===== src/design/dscw_cfg.svh =====
// Offsets, field positions, reset values and frequencies of the driver control word
`ifndef DSCW_CFG_SVH
`define DSCW_CFG_SVH

`define DSCW_ADDR_STATUS 8'h00
`define DSCW_ON_MSB 31
`define DSCW_ON_LSB 24
`define DSCW_MASK_MSB 23
`define DSCW_MASK_LSB 17
`define DSCW_FREQ_BIT 16
`define DSCW_PM_MSB 15
`define DSCW_PM_LSB 8
`define DSCW_FLAG_MSB 7
`define DSCW_FLAG_LSB 1
`define DSCW_ACTIVE_BIT 0
`define DSCW_ON_RESET 8'h00
`define DSCW_MASK_RESET 7'h02
`define DSCW_FREQ_RESET 1'h0
`define DSCW_PM_RESET 8'h00
`define DSCW_FLAG_RESET 7'h01
`define DSCW_ACTIVE_RESET 1'h0
`define DSCW_OSC_FAST_KHZ 100
`define DSCW_OSC_SLOW_KHZ 80
`define DSCW_PAIR_HI 3
`define DSCW_PAIR_MID 2

`endif


===== src/design/dscw_pkg.sv =====
// Types shared by the driver control word logic
package dscw_pkg;
   typedef enum logic [1:0] {
      DSCW_PM_INDEP = 2'h0,
      DSCW_PM_PARALLEL = 2'h1,
      DSCW_PM_HBRIDGE = 2'h2,
      DSCW_PM_RSVD = 2'h3
   } dscw_pair_mode_t;

   typedef enum logic [1:0] {
      DSCW_DIR_HIZ = 2'h0,
      DSCW_DIR_FWD = 2'h1,
      DSCW_DIR_REV = 2'h2,
      DSCW_DIR_BRAKE = 2'h3
   } dscw_dir_t;
endpackage


===== src/design/dscw_top.sv =====
// Control and status word of the eight-channel half-bridge driver
`timescale 1ns/1ps
`include "dscw_cfg.svh"
module dscw_top (
   input wire logic i_clock,
   input wire logic i_rst,
   input wire logic [7:0] i_addr,
   input wire logic i_wr_en,
   input wire logic [31:0] i_wr_data,
   input wire logic i_rd_en,
   input wire logic i_comm_error,
   input wire logic i_overtemp,
   input wire logic i_undervoltage,
   input wire logic [7:0] i_ch_overcurrent,
   input wire logic [7:0] i_ch_open_load,
   input wire logic [7:0] i_ch_hit_fail,
   input wire logic [7:0] i_ch_plunger_fault,
   output logic [31:0] o_rd_data,
   output logic o_fault_n,
   output logic o_osc_freq_select,
   output logic o_active,
   output logic [7:0] o_ch_on,
   output logic [7:0] o_pair_modes,
   output dscw_pkg::dscw_dir_t o_hb_dir_hi,
   output dscw_pkg::dscw_dir_t o_hb_dir_mid,
   output logic o_ch7_uses_six_config,
   output logic o_ch5_uses_four_config
);
   import dscw_pkg::*;

   // Effective on bits {upper, lower} of one pair
   function automatic logic [1:0] pair_drive(input logic [1:0] mode, input logic [1:0] on,
                                             input logic upper_leads);
      logic lead;
      lead = upper_leads ? on[1] : on[0];
      case (dscw_pair_mode_t'(mode))
         DSCW_PM_INDEP: pair_drive = on;
         DSCW_PM_PARALLEL: pair_drive = {lead, lead};
         default: pair_drive = 2'h0;
      endcase
   endfunction

   // Bridge direction of one pair, Hi-Z unless in H-bridge mode
   function automatic dscw_dir_t pair_dir(input logic [1:0] mode, input logic [1:0] on);
      if (dscw_pair_mode_t'(mode) == DSCW_PM_HBRIDGE) begin
         pair_dir = dscw_dir_t'(on);
      end else begin
         pair_dir = DSCW_DIR_HIZ;
      end
   endfunction

   // Pair runs under its lower channel's configuration
   function automatic logic pair_shares_cfg(input logic [1:0] mode);
      pair_shares_cfg = (dscw_pair_mode_t'(mode) == DSCW_PM_PARALLEL) ||
                        (dscw_pair_mode_t'(mode) == DSCW_PM_HBRIDGE);
   endfunction

   // Strobe aimed at the control word
   function automatic logic word_hit(input logic strobe, input logic [7:0] addr);
      word_hit = strobe && (addr == `DSCW_ADDR_STATUS);
   endfunction

   logic [33:0] fault_sync;
   logic ovt_s;
   logic uv_s;
   logic [7:0] oc_s;
   logic [7:0] ol_s;
   logic [7:0] hh_s;
   logic [7:0] dpm_s;

   dscw_sync #(.WIDTH(34)) u_sync (
      .i_clock(i_clock),
      .i_rst(i_rst),
      .i_async({i_overtemp, i_undervoltage, i_ch_overcurrent, i_ch_open_load,
                i_ch_hit_fail, i_ch_plunger_fault}),
      .o_sync(fault_sync)
   );

   assign {ovt_s, uv_s, oc_s, ol_s, hh_s, dpm_s} = fault_sync;

   // Register state
   logic [7:0] on_r;
   logic [7:0] on_nxt;
   logic [6:0] mask_r;
   logic [6:0] mask_nxt;
   logic freq_r;
   logic freq_nxt;
   logic [7:0] pm_r;
   logic [7:0] pm_nxt;
   logic [6:0] flag_r;
   logic [6:0] flag_nxt;
   logic active_r;
   logic active_nxt;
   logic [31:0] rd_data_r;
   logic [31:0] rd_data_nxt;
   logic wr_hit;
   logic rd_hit;
   logic [6:0] flag_set;
   logic [31:0] word;

   assign wr_hit = word_hit(i_wr_en, i_addr);
   assign rd_hit = word_hit(i_rd_en, i_addr);

   // Summary flags in order 7 down to 1
   assign flag_set = {ovt_s, |oc_s, |ol_s, |hh_s, |dpm_s, i_comm_error, uv_s};

   assign word = {on_r, mask_r, freq_r, pm_r, flag_r, active_r};

   // Each pair mode field is locked while either channel of its pair is on
   genvar p;
   generate
      for (p = 0; p < 4; p++) begin : g_pair_lock
         assign pm_nxt[2*p+1:2*p] = (wr_hit && (on_r[2*p+1:2*p] == 2'h0))
                                    ? i_wr_data[`DSCW_PM_LSB+2*p+1:`DSCW_PM_LSB+2*p]
                                    : pm_r[2*p+1:2*p];
      end
   endgenerate

   always_comb begin
      on_nxt = on_r;
      mask_nxt = mask_r;
      freq_nxt = freq_r;
      active_nxt = active_r;
      rd_data_nxt = rd_data_r;
      if (wr_hit) begin
         on_nxt = i_wr_data[`DSCW_ON_MSB:`DSCW_ON_LSB];
         mask_nxt = i_wr_data[`DSCW_MASK_MSB:`DSCW_MASK_LSB];
         freq_nxt = i_wr_data[`DSCW_FREQ_BIT];
         active_nxt = i_wr_data[`DSCW_ACTIVE_BIT];
      end
      if (rd_hit) begin
         rd_data_nxt = word;
      end
      // Read clears, a new event in the same cycle still sets
      flag_nxt = (rd_hit ? 7'h00 : flag_r) | flag_set;
   end

   always_ff @(posedge i_clock or posedge i_rst) begin
      if (i_rst) begin
         on_r <= `DSCW_ON_RESET;
         mask_r <= `DSCW_MASK_RESET;
         freq_r <= `DSCW_FREQ_RESET;
         pm_r <= `DSCW_PM_RESET;
         flag_r <= `DSCW_FLAG_RESET;
         active_r <= `DSCW_ACTIVE_RESET;
         rd_data_r <= 32'h0000_0000;
      end else begin
         on_r <= on_nxt;
         mask_r <= mask_nxt;
         freq_r <= freq_nxt;
         pm_r <= pm_nxt;
         flag_r <= flag_nxt;
         active_r <= active_nxt;
         rd_data_r <= rd_data_nxt;
      end
   end

   // Output stage state
   logic [7:0] ch_on_r;
   logic [7:0] ch_on_nxt;
   dscw_dir_t dir_hi_r;
   dscw_dir_t dir_hi_nxt;
   dscw_dir_t dir_mid_r;
   dscw_dir_t dir_mid_nxt;
   logic cfg_six_r;
   logic cfg_six_nxt;
   logic cfg_four_r;
   logic cfg_four_nxt;
   logic fault_n_r;
   logic fault_n_nxt;
   logic [1:0] mode_hi;
   logic [1:0] mode_mid;

   assign mode_hi = pm_r[2*`DSCW_PAIR_HI+1:2*`DSCW_PAIR_HI];
   assign mode_mid = pm_r[2*`DSCW_PAIR_MID+1:2*`DSCW_PAIR_MID];

   always_comb begin
      ch_on_nxt = on_r;
      ch_on_nxt[7:6] = pair_drive(mode_hi, on_r[7:6], 1'b0);
      ch_on_nxt[5:4] = pair_drive(mode_mid, on_r[5:4], 1'b1);
      dir_hi_nxt = pair_dir(mode_hi, on_r[7:6]);
      dir_mid_nxt = pair_dir(mode_mid, on_r[5:4]);
      cfg_six_nxt = pair_shares_cfg(mode_hi);
      cfg_four_nxt = pair_shares_cfg(mode_mid);
      if (!active_r) begin
         ch_on_nxt = 8'h00;
         dir_hi_nxt = DSCW_DIR_HIZ;
         dir_mid_nxt = DSCW_DIR_HIZ;
      end
      // Masked sources stay off the active-low fault pin
      fault_n_nxt = ~|(flag_r & ~mask_r);
   end

   always_ff @(posedge i_clock or posedge i_rst) begin
      if (i_rst) begin
         ch_on_r <= 8'h00;
         dir_hi_r <= DSCW_DIR_HIZ;
         dir_mid_r <= DSCW_DIR_HIZ;
         cfg_six_r <= 1'b0;
         cfg_four_r <= 1'b0;
         fault_n_r <= 1'b1;
      end else begin
         ch_on_r <= ch_on_nxt;
         dir_hi_r <= dir_hi_nxt;
         dir_mid_r <= dir_mid_nxt;
         cfg_six_r <= cfg_six_nxt;
         cfg_four_r <= cfg_four_nxt;
         fault_n_r <= fault_n_nxt;
      end
   end

   assign o_rd_data = rd_data_r;
   assign o_fault_n = fault_n_r;
   assign o_osc_freq_select = freq_r;
   assign o_active = active_r;
   assign o_ch_on = ch_on_r;
   assign o_pair_modes = pm_r;
   assign o_hb_dir_hi = dir_hi_r;
   assign o_hb_dir_mid = dir_mid_r;
   assign o_ch7_uses_six_config = cfg_six_r;
   assign o_ch5_uses_four_config = cfg_four_r;
endmodule


===== src/design/dscw_sync.sv =====
// Two-stage synchroniser for a vector of asynchronous levels
`timescale 1ns/1ps
module dscw_sync #(
   parameter int WIDTH = 34
) (
   input wire logic i_clock,
   input wire logic i_rst,
   input wire logic [WIDTH-1:0] i_async,
   output logic [WIDTH-1:0] o_sync
);
   logic [WIDTH-1:0] meta_r;
   logic [WIDTH-1:0] sync_r;
   logic [WIDTH-1:0] meta_nxt;
   logic [WIDTH-1:0] sync_nxt;

   always_comb begin
      meta_nxt = i_async;
      sync_nxt = meta_r;
   end

   always_ff @(posedge i_clock or posedge i_rst) begin
      if (i_rst) begin
         meta_r <= '0;
         sync_r <= '0;
      end else begin
         meta_r <= meta_nxt;
         sync_r <= sync_nxt;
      end
   end

   assign o_sync = sync_r;
endmodule


===== config.mk =====
export PLATFORM = sky130hd
export DESIGN_NAME = dscw_top
export DESIGN_NICKNAME = d
export VERILOG_FILES = /design/src/design/dscw_pkg.sv /design/src/design/dscw_top.sv /design/src/design/dscw_sync.sv
export VERILOG_INCLUDE_DIRS = /design/src /design/src/design
export SDC_FILE = /design/constraint.sdc
export NUM_CORES = 1
export LEC_CHECK = 0
export BUFFER_PORTS_ARGS = -buffer_cell sky130_fd_sc_hd__buf_2
export CAP_MARGIN = 10
export CORE_ASPECT_RATIO = 0.7
export CORE_UTILIZATION = 51
export DETAILED_ROUTE_END_ITERATION = 10
export PLACE_DENSITY_LB_ADDON = 0.08
export SYNTH_ARGS = -nofsm -noshare
export SYNTH_HDL_FRONTEND = slang
export SYNTH_SLANG_ARGS = --single-unit

===== constraint.sdc =====
create_clock -name i_clock -period 6.1 [get_ports i_clock]
set_clock_uncertainty 0.05 [all_clocks]
set_input_delay 0.915 -clock i_clock [delete_from_list [all_inputs] [get_ports i_clock]]
set_output_delay 0.915 -clock i_clock [all_outputs]
set_load 0.01 [all_outputs]

; ---- Word-level counts from Yosys, hierarchy flattened
; Index checks and enable logic that the tools add are counted.
[classes]
eq_ne = 4
n_bitwise = 3
reduce_logical = 21
mux = 8
[ops]
columns = cell, n
row1 = 8-bit OR reduction, 4
row2 = 2-bit zero test, 6
row3 = 8-bit zero test, 1
row4 = 2-bit 2-to-1 mux, 4
row5 = 8-bit 2-to-1 mux, 1
row6 = 2-bit one-hot mux with 2 select lines, 2
row7 = 7-bit AND, 1
row8 = 7-bit 2-to-1 mux, 1
row9 = 7-bit NOT, 1
row10 = 7-bit bitwise OR, 1
row11 = 7-bit OR reduction, 1
row12 = 1-bit logical AND, 6
row13 = "2-bit by 1-bit equality test with 1-bit output, second input constant", 2
row14 = "2-bit equality test, second input constant", 2
row15 = 1-bit logical OR, 2
row16 = 1-bit zero test, 1
[totals]
register_bits = 147
in_bits = 79
wordCells = 54

; ---- Logic depth before layout (Yosys ltp)
; Gate-level depths: netlist of run 1.
[logic_depth]
word_depth = 4
depth_mapped = 5

; ---- Hierarchy
; From an unflattened synthesis of run 1, not the netlist that was laid out.
[hier_totals]
cells_unflattened = 278
area_unflattened_um2 = 4805.9
[by_module_without_submodules]
columns = module, n_inst, seq_area_each_um2, area_per_inst_um2, cells_each
row1 = dscw_top, 1, 1980.6, 3100.5, 209
row2 = dscw_sync, 1, 1701.6, 1705.4, 69

; ---- Least setup slack after synthesis of run 1
; No wires, ideal clock.
[synth_path]
kind = input port to flip-flop
from = input i_addr[5]
to = register rd_data_r[0] (netlist: o_rd_data[0])
n_path_buf = 2
arrival_ps = 2145
t_required_ps = 5925
stages = 5
slack_ps = 3780
setup_ps = 125
cell_sequence = nor4_2 -> nand3_1 -> buf_4 -> buf_6 -> mux2_2
[synth_via]
elab_chain_len = 2
[synth_lines]
columns = element, line_no
row1 = start: declaration, dscw_top.sv:7  ; input wire logic [7:0] i_addr,
row2 = 8-bit zero test (no line), n/a
row3 = 1-bit logical AND, dscw_top.sv:60  ; word_hit = strobe && (addr == `DSCW_ADDR_STATUS);
row4 = end signal: assignment, dscw_top.sv:154  ; rd_data_r <= rd_data_nxt;
row5 = end: declaration, dscw_top.sv:94  ; logic [31:0] rd_data_r;
; No other way between the ends.
; A chain may end at the register's enable or synchronous reset.

; ---- Worst setup path in the final report of run 1
[layout_path]
from = input i_addr[5]
to = register rd_data_r[10] (netlist: o_rd_data[10])
; Same word-level chain as after synthesis.

==> metrics.md, run 1 <==
| Metric | Value |
|---|---|
| DP Wirelength | 5576 um |
| Routability cong. | 0.7364 |
| Post-synthesis sequential area ratio | 0.7668 |
| Status | complete, no violations |
| Cell taking the most area after synthesis | dfrtp_1 |
| Synthesized area | 4802 sq um |
| Hold WC Path Type | flop to flop |
| WHS | 0.2940 ns |
| Die height | 83.19 um |
| Post-synthesis cell count | 277 |
| Peak supply drop | 0.3417 mV |
| Power per standard cell area | 333.1 nW/um^2 |
| CTS-repair resized insts | 0 |
| Fraction of layout cells with a size suffix above 1 | 0.5185 |
| DRT iter0 DRCs | 170 |
| Fin Setup TNS | 0 ns |
| Clk pin slew, worst setup/hold paths | 0.06 ns |
| F_max | 0.3318 GHz |
| Detail Route Antenna Nets | 0 |
| Nets | 504 |
| Most common cell in the netlist | dfrtp_1 |
| Hold violation total from the final report | 0 |
| Largest net degree at the start of global routing | 82 |
| Async SR Flop Fraction | 1.000 |
| Ports | 136 |
| Main area contributors after synthesis | dfrtp_1 75%, mux2_2 13%, dfstp_2 1.6%, ha_1 1.6%, nor4_1 1.2% |
| Top_reg_cell synth | dfrtp_1 |
| Synth warn | 0 |
| Number of hold buffers added after CTS | 0 |
| Final-report max-slew violation count | 0 |
| Setup Viol. Count Final | 0 |
| Cell Rows | 29 |
| First-pass GRT wire length | 13790 um |
| Post-synth top cells | 144 x dfrtp_1, 57 x mux2_2, 11 x inv_1, 9 x nor4_1, 7 x a21o_1 |
| Overflow after GRT | 0 |
| Clk Latency, worst-skew pair | 0.40 ns |
| Crit. End Element | flop |
| Initial antenna violation count | 0 |
| Kind of critical path | primary input to flop |
| Synth top area share | 0.7504 |
| Startpoint types | primary input |
| Netlist cell types | 23 |
| Total power draw | 0.002042 W |
| Number of buffers created by CTS | 17 |
| Slew HR | 0.3020 |
| Worst EP arrival | 3.25 ns |
| Area grow syn2layout | 27.64% |
| Number of flops mapped to enable cells by yosys | 0 |
| Mapped Avg Cell Area | 17.34 sq um |
| #FFs+latches synth | 147 |
| Vias in the first global route | 2680 |
| H-tree Lvls | 4 |
| Final WL | 8395 um |
| Static Leak | 3.236 nW |
| GRT Total Usage | 0.1910 |
| Port Buffers | 128 |
| Pre-antenna DRT Iters | 4 |
| Syn nets | 362 |
| DRC Markers | 0 |
| Crit path max fanout | 39 |
| CTS max path bufs | 2 |
| Fin crit share | 0.4941 |
| Tightest Pin Transition | 1.046 ns |
| Clk sink count | 147 |
| Average vias per placed instance | 4.784 |
| Max cap viols | 0 |
| WP data required | 6.33 ns |
| CTS tree | built |
| DIE WIDTH | 118.0 um |
| Starting density of the core | 0.5273 |
| Root Buffer | clkbuf_16 |
| Core ar. | 9107 sq um |
| RSZ-0062 raised after global routing | false |
| Diode count | 0 |
| Minimum clock period | 3.014 ns |
| Die ar. | 9814 sq um |
| Post-CTS Setup Repair Bufs | 0 |
| Via count | 2660 |
| Wire per inst | 15.10 um |
-- sequential cells by signal (all words and copies together) (netlist names) --
| signal | cells |
|---|---|
| o_rd_data | 32 |
| o_osc_freq_select | 1 |
| o_active | 1 |
| o_ch7_uses_six_config | 1 |
| o_ch5_uses_four_config | 1 |
| o_fault_n | 1 |
| on_r | 8 |
| o_pair_modes | 8 |
| mask_r | 7 |
| o_hb_dir_hi | 2 |
| o_ch_on | 8 |
| flag_r | 7 |
| o_hb_dir_mid | 2 |
| u_sync.meta_r | 34 |
| u_sync.o_sync | 34 |
-- placed cells by master (no fill, tap or decap), types with 6 or more instances in the layout --
cell         n
inv_1       10
ha_1         6
clkbuf_16   17
a21o_1       7
mux2_2      57
dfrtp_1    144
nor4_1       9
buf_2      128
-- per-stage QoR --
step	area, sq um	util	worst slack, ns	cells
2_1_floorplan	4802	-	1.189	277
3_3_place_gp	5580	0.6127	2.662	524
3_5_place_dp	5580	0.6127	2.604	524
4_1_cts	6130	0.6730	3.033	556
5_1_grt	6130	0.6730	2.923	556
6_report	6130	0.6730	3.086	556
-- worst paths after layout --
| path | startpoint | end | slack [ns] | cells past startpoint |
|---|---|---|---|---|
| hold / removal | u_sync.meta_r[27] | u_sync.o_sync[27] | 0.29 | 0 |
| max in group asynchronous | i_rst | o_ch5_uses_four_config | 4.08 | 3 |
| min in group asynchronous | i_rst | u_sync.meta_r[31] | 0.54 | 2 |
| setup / recovery | i_addr[5] | o_rd_data[10] | 3.09 | 4 |
| hold reg to reg | u_sync.meta_r[27] | u_sync.o_sync[27] | 0.29 | 0 |
| setup reg to reg | on_r[6] | o_pair_modes[7] | 4.81 | 3 |
-- power breakdown --
| part | switching (W) | internal [W] |
|---|---|---|
| sequential | 0.0000173 | 0.00101 |
| clock | 0.000382 | 0.000555 |
| combinational | 0.0000408 | 0.0000351 |
-- cell families after synthesis --
group,Yosys count,synth area share
flops,147,0.7668
mux,57,0.1337
simple gates,36,0.04585
buf+inv,17,0.01589
compound gates,14,0.02215
fa+ha+maj,6,0.01563
-- layout make-up --
class                           count  area, sq um
Clock buffer                       22        474.2
Clock inverter                     10        75.07
Fill cell                         688         2978
Inverter                           11        46.29
Multi-Input combinational cell    113         1049
Sequential cell                   147         3682
Tap cell                          124        155.1
Timing Repair Buffer              129        648.1
-- worst max-delay path: stages --
cell and delay [ns]:
buf_2 0.10, nor4_2 0.64, nand3_2 0.98, mux2_2 0.60
-- metal layers --
layer  GRT usage  wire (um)
met1      0.2651       3914
met2      0.2791       3892
met3     0.07280        500
met4     0.06294         87
met5           0          0
Note: power is estimated with default switching activity, not from simulation.
==> run 2, diff against run 1 <==
--- a/config.mk
+++ b/config.mk
@@ -6,6 +6,7 @@
 export SDC_FILE = /design/constraint.sdc
 export NUM_CORES = 1
 export LEC_CHECK = 0
+export ABC_AREA = 1
 export BUFFER_PORTS_ARGS = -buffer_cell sky130_fd_sc_hd__buf_2
 export CAP_MARGIN = 10
 export CORE_ASPECT_RATIO = 0.7
==> constraint.sdc (replaced) <==
create_clock -name i_clock -period 3 [get_ports i_clock]
set_clock_uncertainty 0.05 [all_clocks]
set_input_delay 0.45 -clock i_clock [delete_from_list [all_inputs] [get_ports i_clock]]
set_output_delay 0.45 -clock i_clock [all_outputs]
set_load 0.01 [all_outputs]
==> run 2 against run 1 <==
Effect of this change:
- area after synthesis is 2.6% higher
- non-clock buffer count is 1 higher
- first-iteration DRC count is 35% higher
- critical path type is now flop to output pin
- largest power group is now clock
- routed wire length is 14% higher
- highest routed layer unchanged
- register-to-register slack worse by 2.9 ns
- synthesized cell count is 50% higher
- sequential power is 100% higher
==> metrics.md, run 2 <==
| Metric | Value |
|---|---|
| Most frequent cells in the layout | 144 x dfrtp_1, 128 x buf_2, 124 x nand2_1 (was 144 x dfrtp_1, 128 x buf_2, 57 x mux2_2) |
| Setup Viol. Count Final | 0 (unchanged) |
| Core ar. | 9216 sq um (was 9107 sq um) |
| Synthesized area | 4926 sq um (was 4802 sq um) |
| Final-report max-slew violation count | 0 (unchanged) |
| Nets | 633 (was 504) |
| #FFs+latches synth | 147 (unchanged) |
| Ports | 136 (unchanged) |
| Worst Path Buf+Inv | 1 (unchanged) |
| DRT iter0 DRCs | 230 (was 170) |
| Critical path cell sequence | buf_2 (was buf_2 > nor4_2 > nand3_2 > mux2_2) |
| Cell Rows | 29 (unchanged) |
| Total power draw | 0.004450 W (was 0.002042 W) |
| Synth top area share | 0.7315 (was 0.7504) |
| # placed instances | 653 (was 524) |
| Commonest non-fill, non-tap cell in the layout | dfrtp_1 (unchanged) |
| Number of hold buffers added after CTS | 0 (unchanged) |
| Most common cell in the netlist | dfrtp_1 (unchanged) |
| Power per standard cell area | 710.6 nW/um^2 (was 333.1 nW/um^2) |
| Final Instance Count excl. Fillers | 683 (was 556) |
| Clk Latency, worst-skew pair | 0.40 ns (about the same) |
| Via count | 3286 (was 2660) |
| Routability cong. | 0.7563 (was 0.7364) |
| Seq. cell area | 3682 sq um (unchanged) |
| Slowest stage cell, crit path | dfrtp_1 (was nand3_2) |
| Starting density of the core | 0.5345 (was 0.5273) |
| CTS tree | built (unchanged) |
| Fin Setup TNS | 0 ns (unchanged) |
| Hold WC Path Type | primary input to flop (was flop to flop) |
| Port Buffers | 128 (unchanged) |
| Area grow syn2layout | 27.13% (was 27.64%) |
| Post-synth top cells | 144 x dfrtp_1, 124 x nand2_1, 43 x nand3_1, 24 x inv_1 (was 144 x dfrtp_1, 57 x mux2_2, 11 x inv_1, 9 x nor4_1, 7 x a21o_1) |
| Dpl ws | 0.9245 ns (was 2.604 ns) |
| H-tree Lvls | 4 (unchanged) |
| Root Buffer | clkbuf_16 (unchanged) |
| Delay-heaviest family, CP | flip-flops (was simple AND/OR/NAND/NOR gates) |
| Async SR Flop Fraction | 1.000 (unchanged) |
| First-pass GRT wire length | 15810 um (was 13790 um) |
| Crit. End Element | output pin (was flop) |
| Largest net degree at the start of global routing | 148 (was 82) |
| Average vias per placed instance | 4.811 (was 4.784) |
| Die ar. | 10060 sq um (was 9814 sq um) |
| Fin util | 0.6795 (was 0.6730) |
| Overflow after GRT | 0 (unchanged) |
| Clk sink count | 147 (unchanged) |
| Post-CTS Setup Repair Bufs | 0 (unchanged) |
| Initial antenna violation count | 0 (unchanged) |
| Fraction of layout cells with a size suffix above 1 | 0.2952 (was 0.5185) |
| F_max | 0.6006 GHz |
| Syn nets | 501 (was 362) |
| Clk pin slew, worst setup/hold paths | 0.06 ns (about the same) |
| Cell taking the most area after synthesis | dfrtp_1 (unchanged) |
| Wire per inst | 14.06 um (was 15.10 um) |
| Area of the multi-input gates | 1047 sq um (was 1049 sq um) |
| Kind of critical path | flop to output pin (was primary input to flop) |
| Post-synthesis cell count | 416 (was 277) |
| Tightest Pin Transition | 0.9825 ns (was 1.046 ns) |
| CP max stage delay | 0.56 ns (was 0.98 ns) |
| Vias in the first global route | 3178 (was 2680) |
| Netlist cell types | 19 (was 23) |
| Startpoint types | flop (was primary input) |
| Detail Route Antenna Nets | 0 (unchanged) |
| CTS-repair resized insts | 0 (unchanged) |
| Fin crit share | 0.5550 |
| CTS max path bufs | 2 (unchanged) |
| Top_reg_cell synth | dfrtp_1 (unchanged) |
| DRC Markers | 0 (unchanged) |
| Max cap viols | 0 (unchanged) |
| Slew HR | 0.3427 (was 0.3020) |
| Minimum clock period | 1.665 ns |
| Diode count | 0 (unchanged) |
| Hold violation total from the final report | 0 (unchanged) |
| Peak supply drop | 0.4472 mV (was 0.3417 mV) |
| GRT Total Usage | 0.2110 (was 0.1910) |
| DP Wirelength | 6083 um (was 5576 um) |
| Post-synthesis sequential area ratio | 0.7475 (was 0.7668) |
| Worst EP arrival | 1.16 ns (was 3.25 ns) |
| Number of flops mapped to enable cells by yosys | 0 (unchanged) |
| Post-route setup slack | 1.335 ns (was 3.086 ns) |
| RSZ-0062 raised after global routing | false (unchanged) |
| Number of buffers created by CTS | 17 (unchanged) |
| Main area contributors after synthesis | dfrtp_1 73%, nand2_1 9.4%, nand3_1 4.4%, inv_1 1.8%, dfstp_2 1.6% (was dfrtp_1 75%, mux2_2 13%, dfstp_2 1.6%, ha_1 1.6%, nor4_1 1.2%) |
| Die height | 84.23 um (was 83.19 um) |
| Crit path max fanout | 9 (was 39) |
| FILL cells | 706 (was 688) |
| Status | complete, no violations (unchanged) |
| Final WL | 9606 um (was 8395 um) |
| WP data required | 2.50 ns (was 6.33 ns) |
| Pre-antenna DRT Iters | 6 (was 4) |
| Static Leak | 3.403 nW (was 3.236 nW) |
| Mapped Avg Cell Area | 11.84 sq um (was 17.34 sq um) |
| Synth warn | 0 (unchanged) |
| DIE WIDTH | 119.5 um (was 118.0 um) |
-- run 2: cell count changes after synthesis, sizes merged, moves of 3 or more --
cell,delta
a21o,-7
and2,-4
and3,-4
buf,+11
inv,+13
mux2,-57
nand2,+122
nand3,+41
nand4,+4
nor2,+11
nor2b,-3
nor3,+3
nor4,-3
o21ai,+14
-- run 2: logic make-up after synthesis --
kind of cell	share of synthesized area
buffers and inverters	0.03988
DFF	0.7475
AOI/OAI and AO/OA	0.02032
and+or+nand+nor	0.1770
adders and majority gates	0.01524
-- run 2: cell type report --
| type | count | share of cell area |
|---|---|---|
| clock buffers | 21 | 0.07353 |
| clock inverters | 9 | 0.02478 |
| inverters | 24 | 0.01499 |
| multi-input cells | 228 | 0.1672 |
| flip-flops and latches | 147 | 0.5880 |
| well taps | 124 | 0.02478 |
| repair buffers | 130 | 0.1067 |
-- run 2: per-stage QoR --
| step | cell area, sq um | hold slack [ns] |
|---|---|---|
| finish | 6262 | 0.09860 |
| floorplan | 4930 | 0.2812 |
| CTS | 6262 | 0.08508 |
| detailed placement | 5647 | 0.2847 |
| global route | 6262 | 0.07725 |
| global placement | 5647 | 0.2814 |
-- run 2: path summary, 6_finish.rpt --
path,endpoint,slack [ns],cells after the start,startpoint
worst min register to register,u_sync.o_sync[28],0.30,0,u_sync.meta_r[28]
worst max-delay path,o_active,1.34,1,o_active
worst min-delay path,u_sync.meta_r[20],0.1,1,i_ch_open_load[4]
worst max register to register,o_pair_modes[1],1.89,4,on_r[0]
min in group asynchronous,u_sync.meta_r[25],0.16,3,i_rst
max in group asynchronous,o_rd_data[10],2.13,3,i_rst
-- run 2: power by group --
part,leakage [nW],switching (W),internal [W]
clock network,0.299,0.000758,0.00143
registers,1.85,0.0000370,0.00206
logic,1.26,0.000105,0.0000652
total,3.40,0.000900,0.00355
-- run 2: metal layers --
metal  vias up  GRT usage  wire (um)
li1       1596          -          -
met1      1559     0.2872       4376
met2       117     0.3174       4427
met3        14    0.08016        662
met4         0    0.06591        139
met5         -          0          0
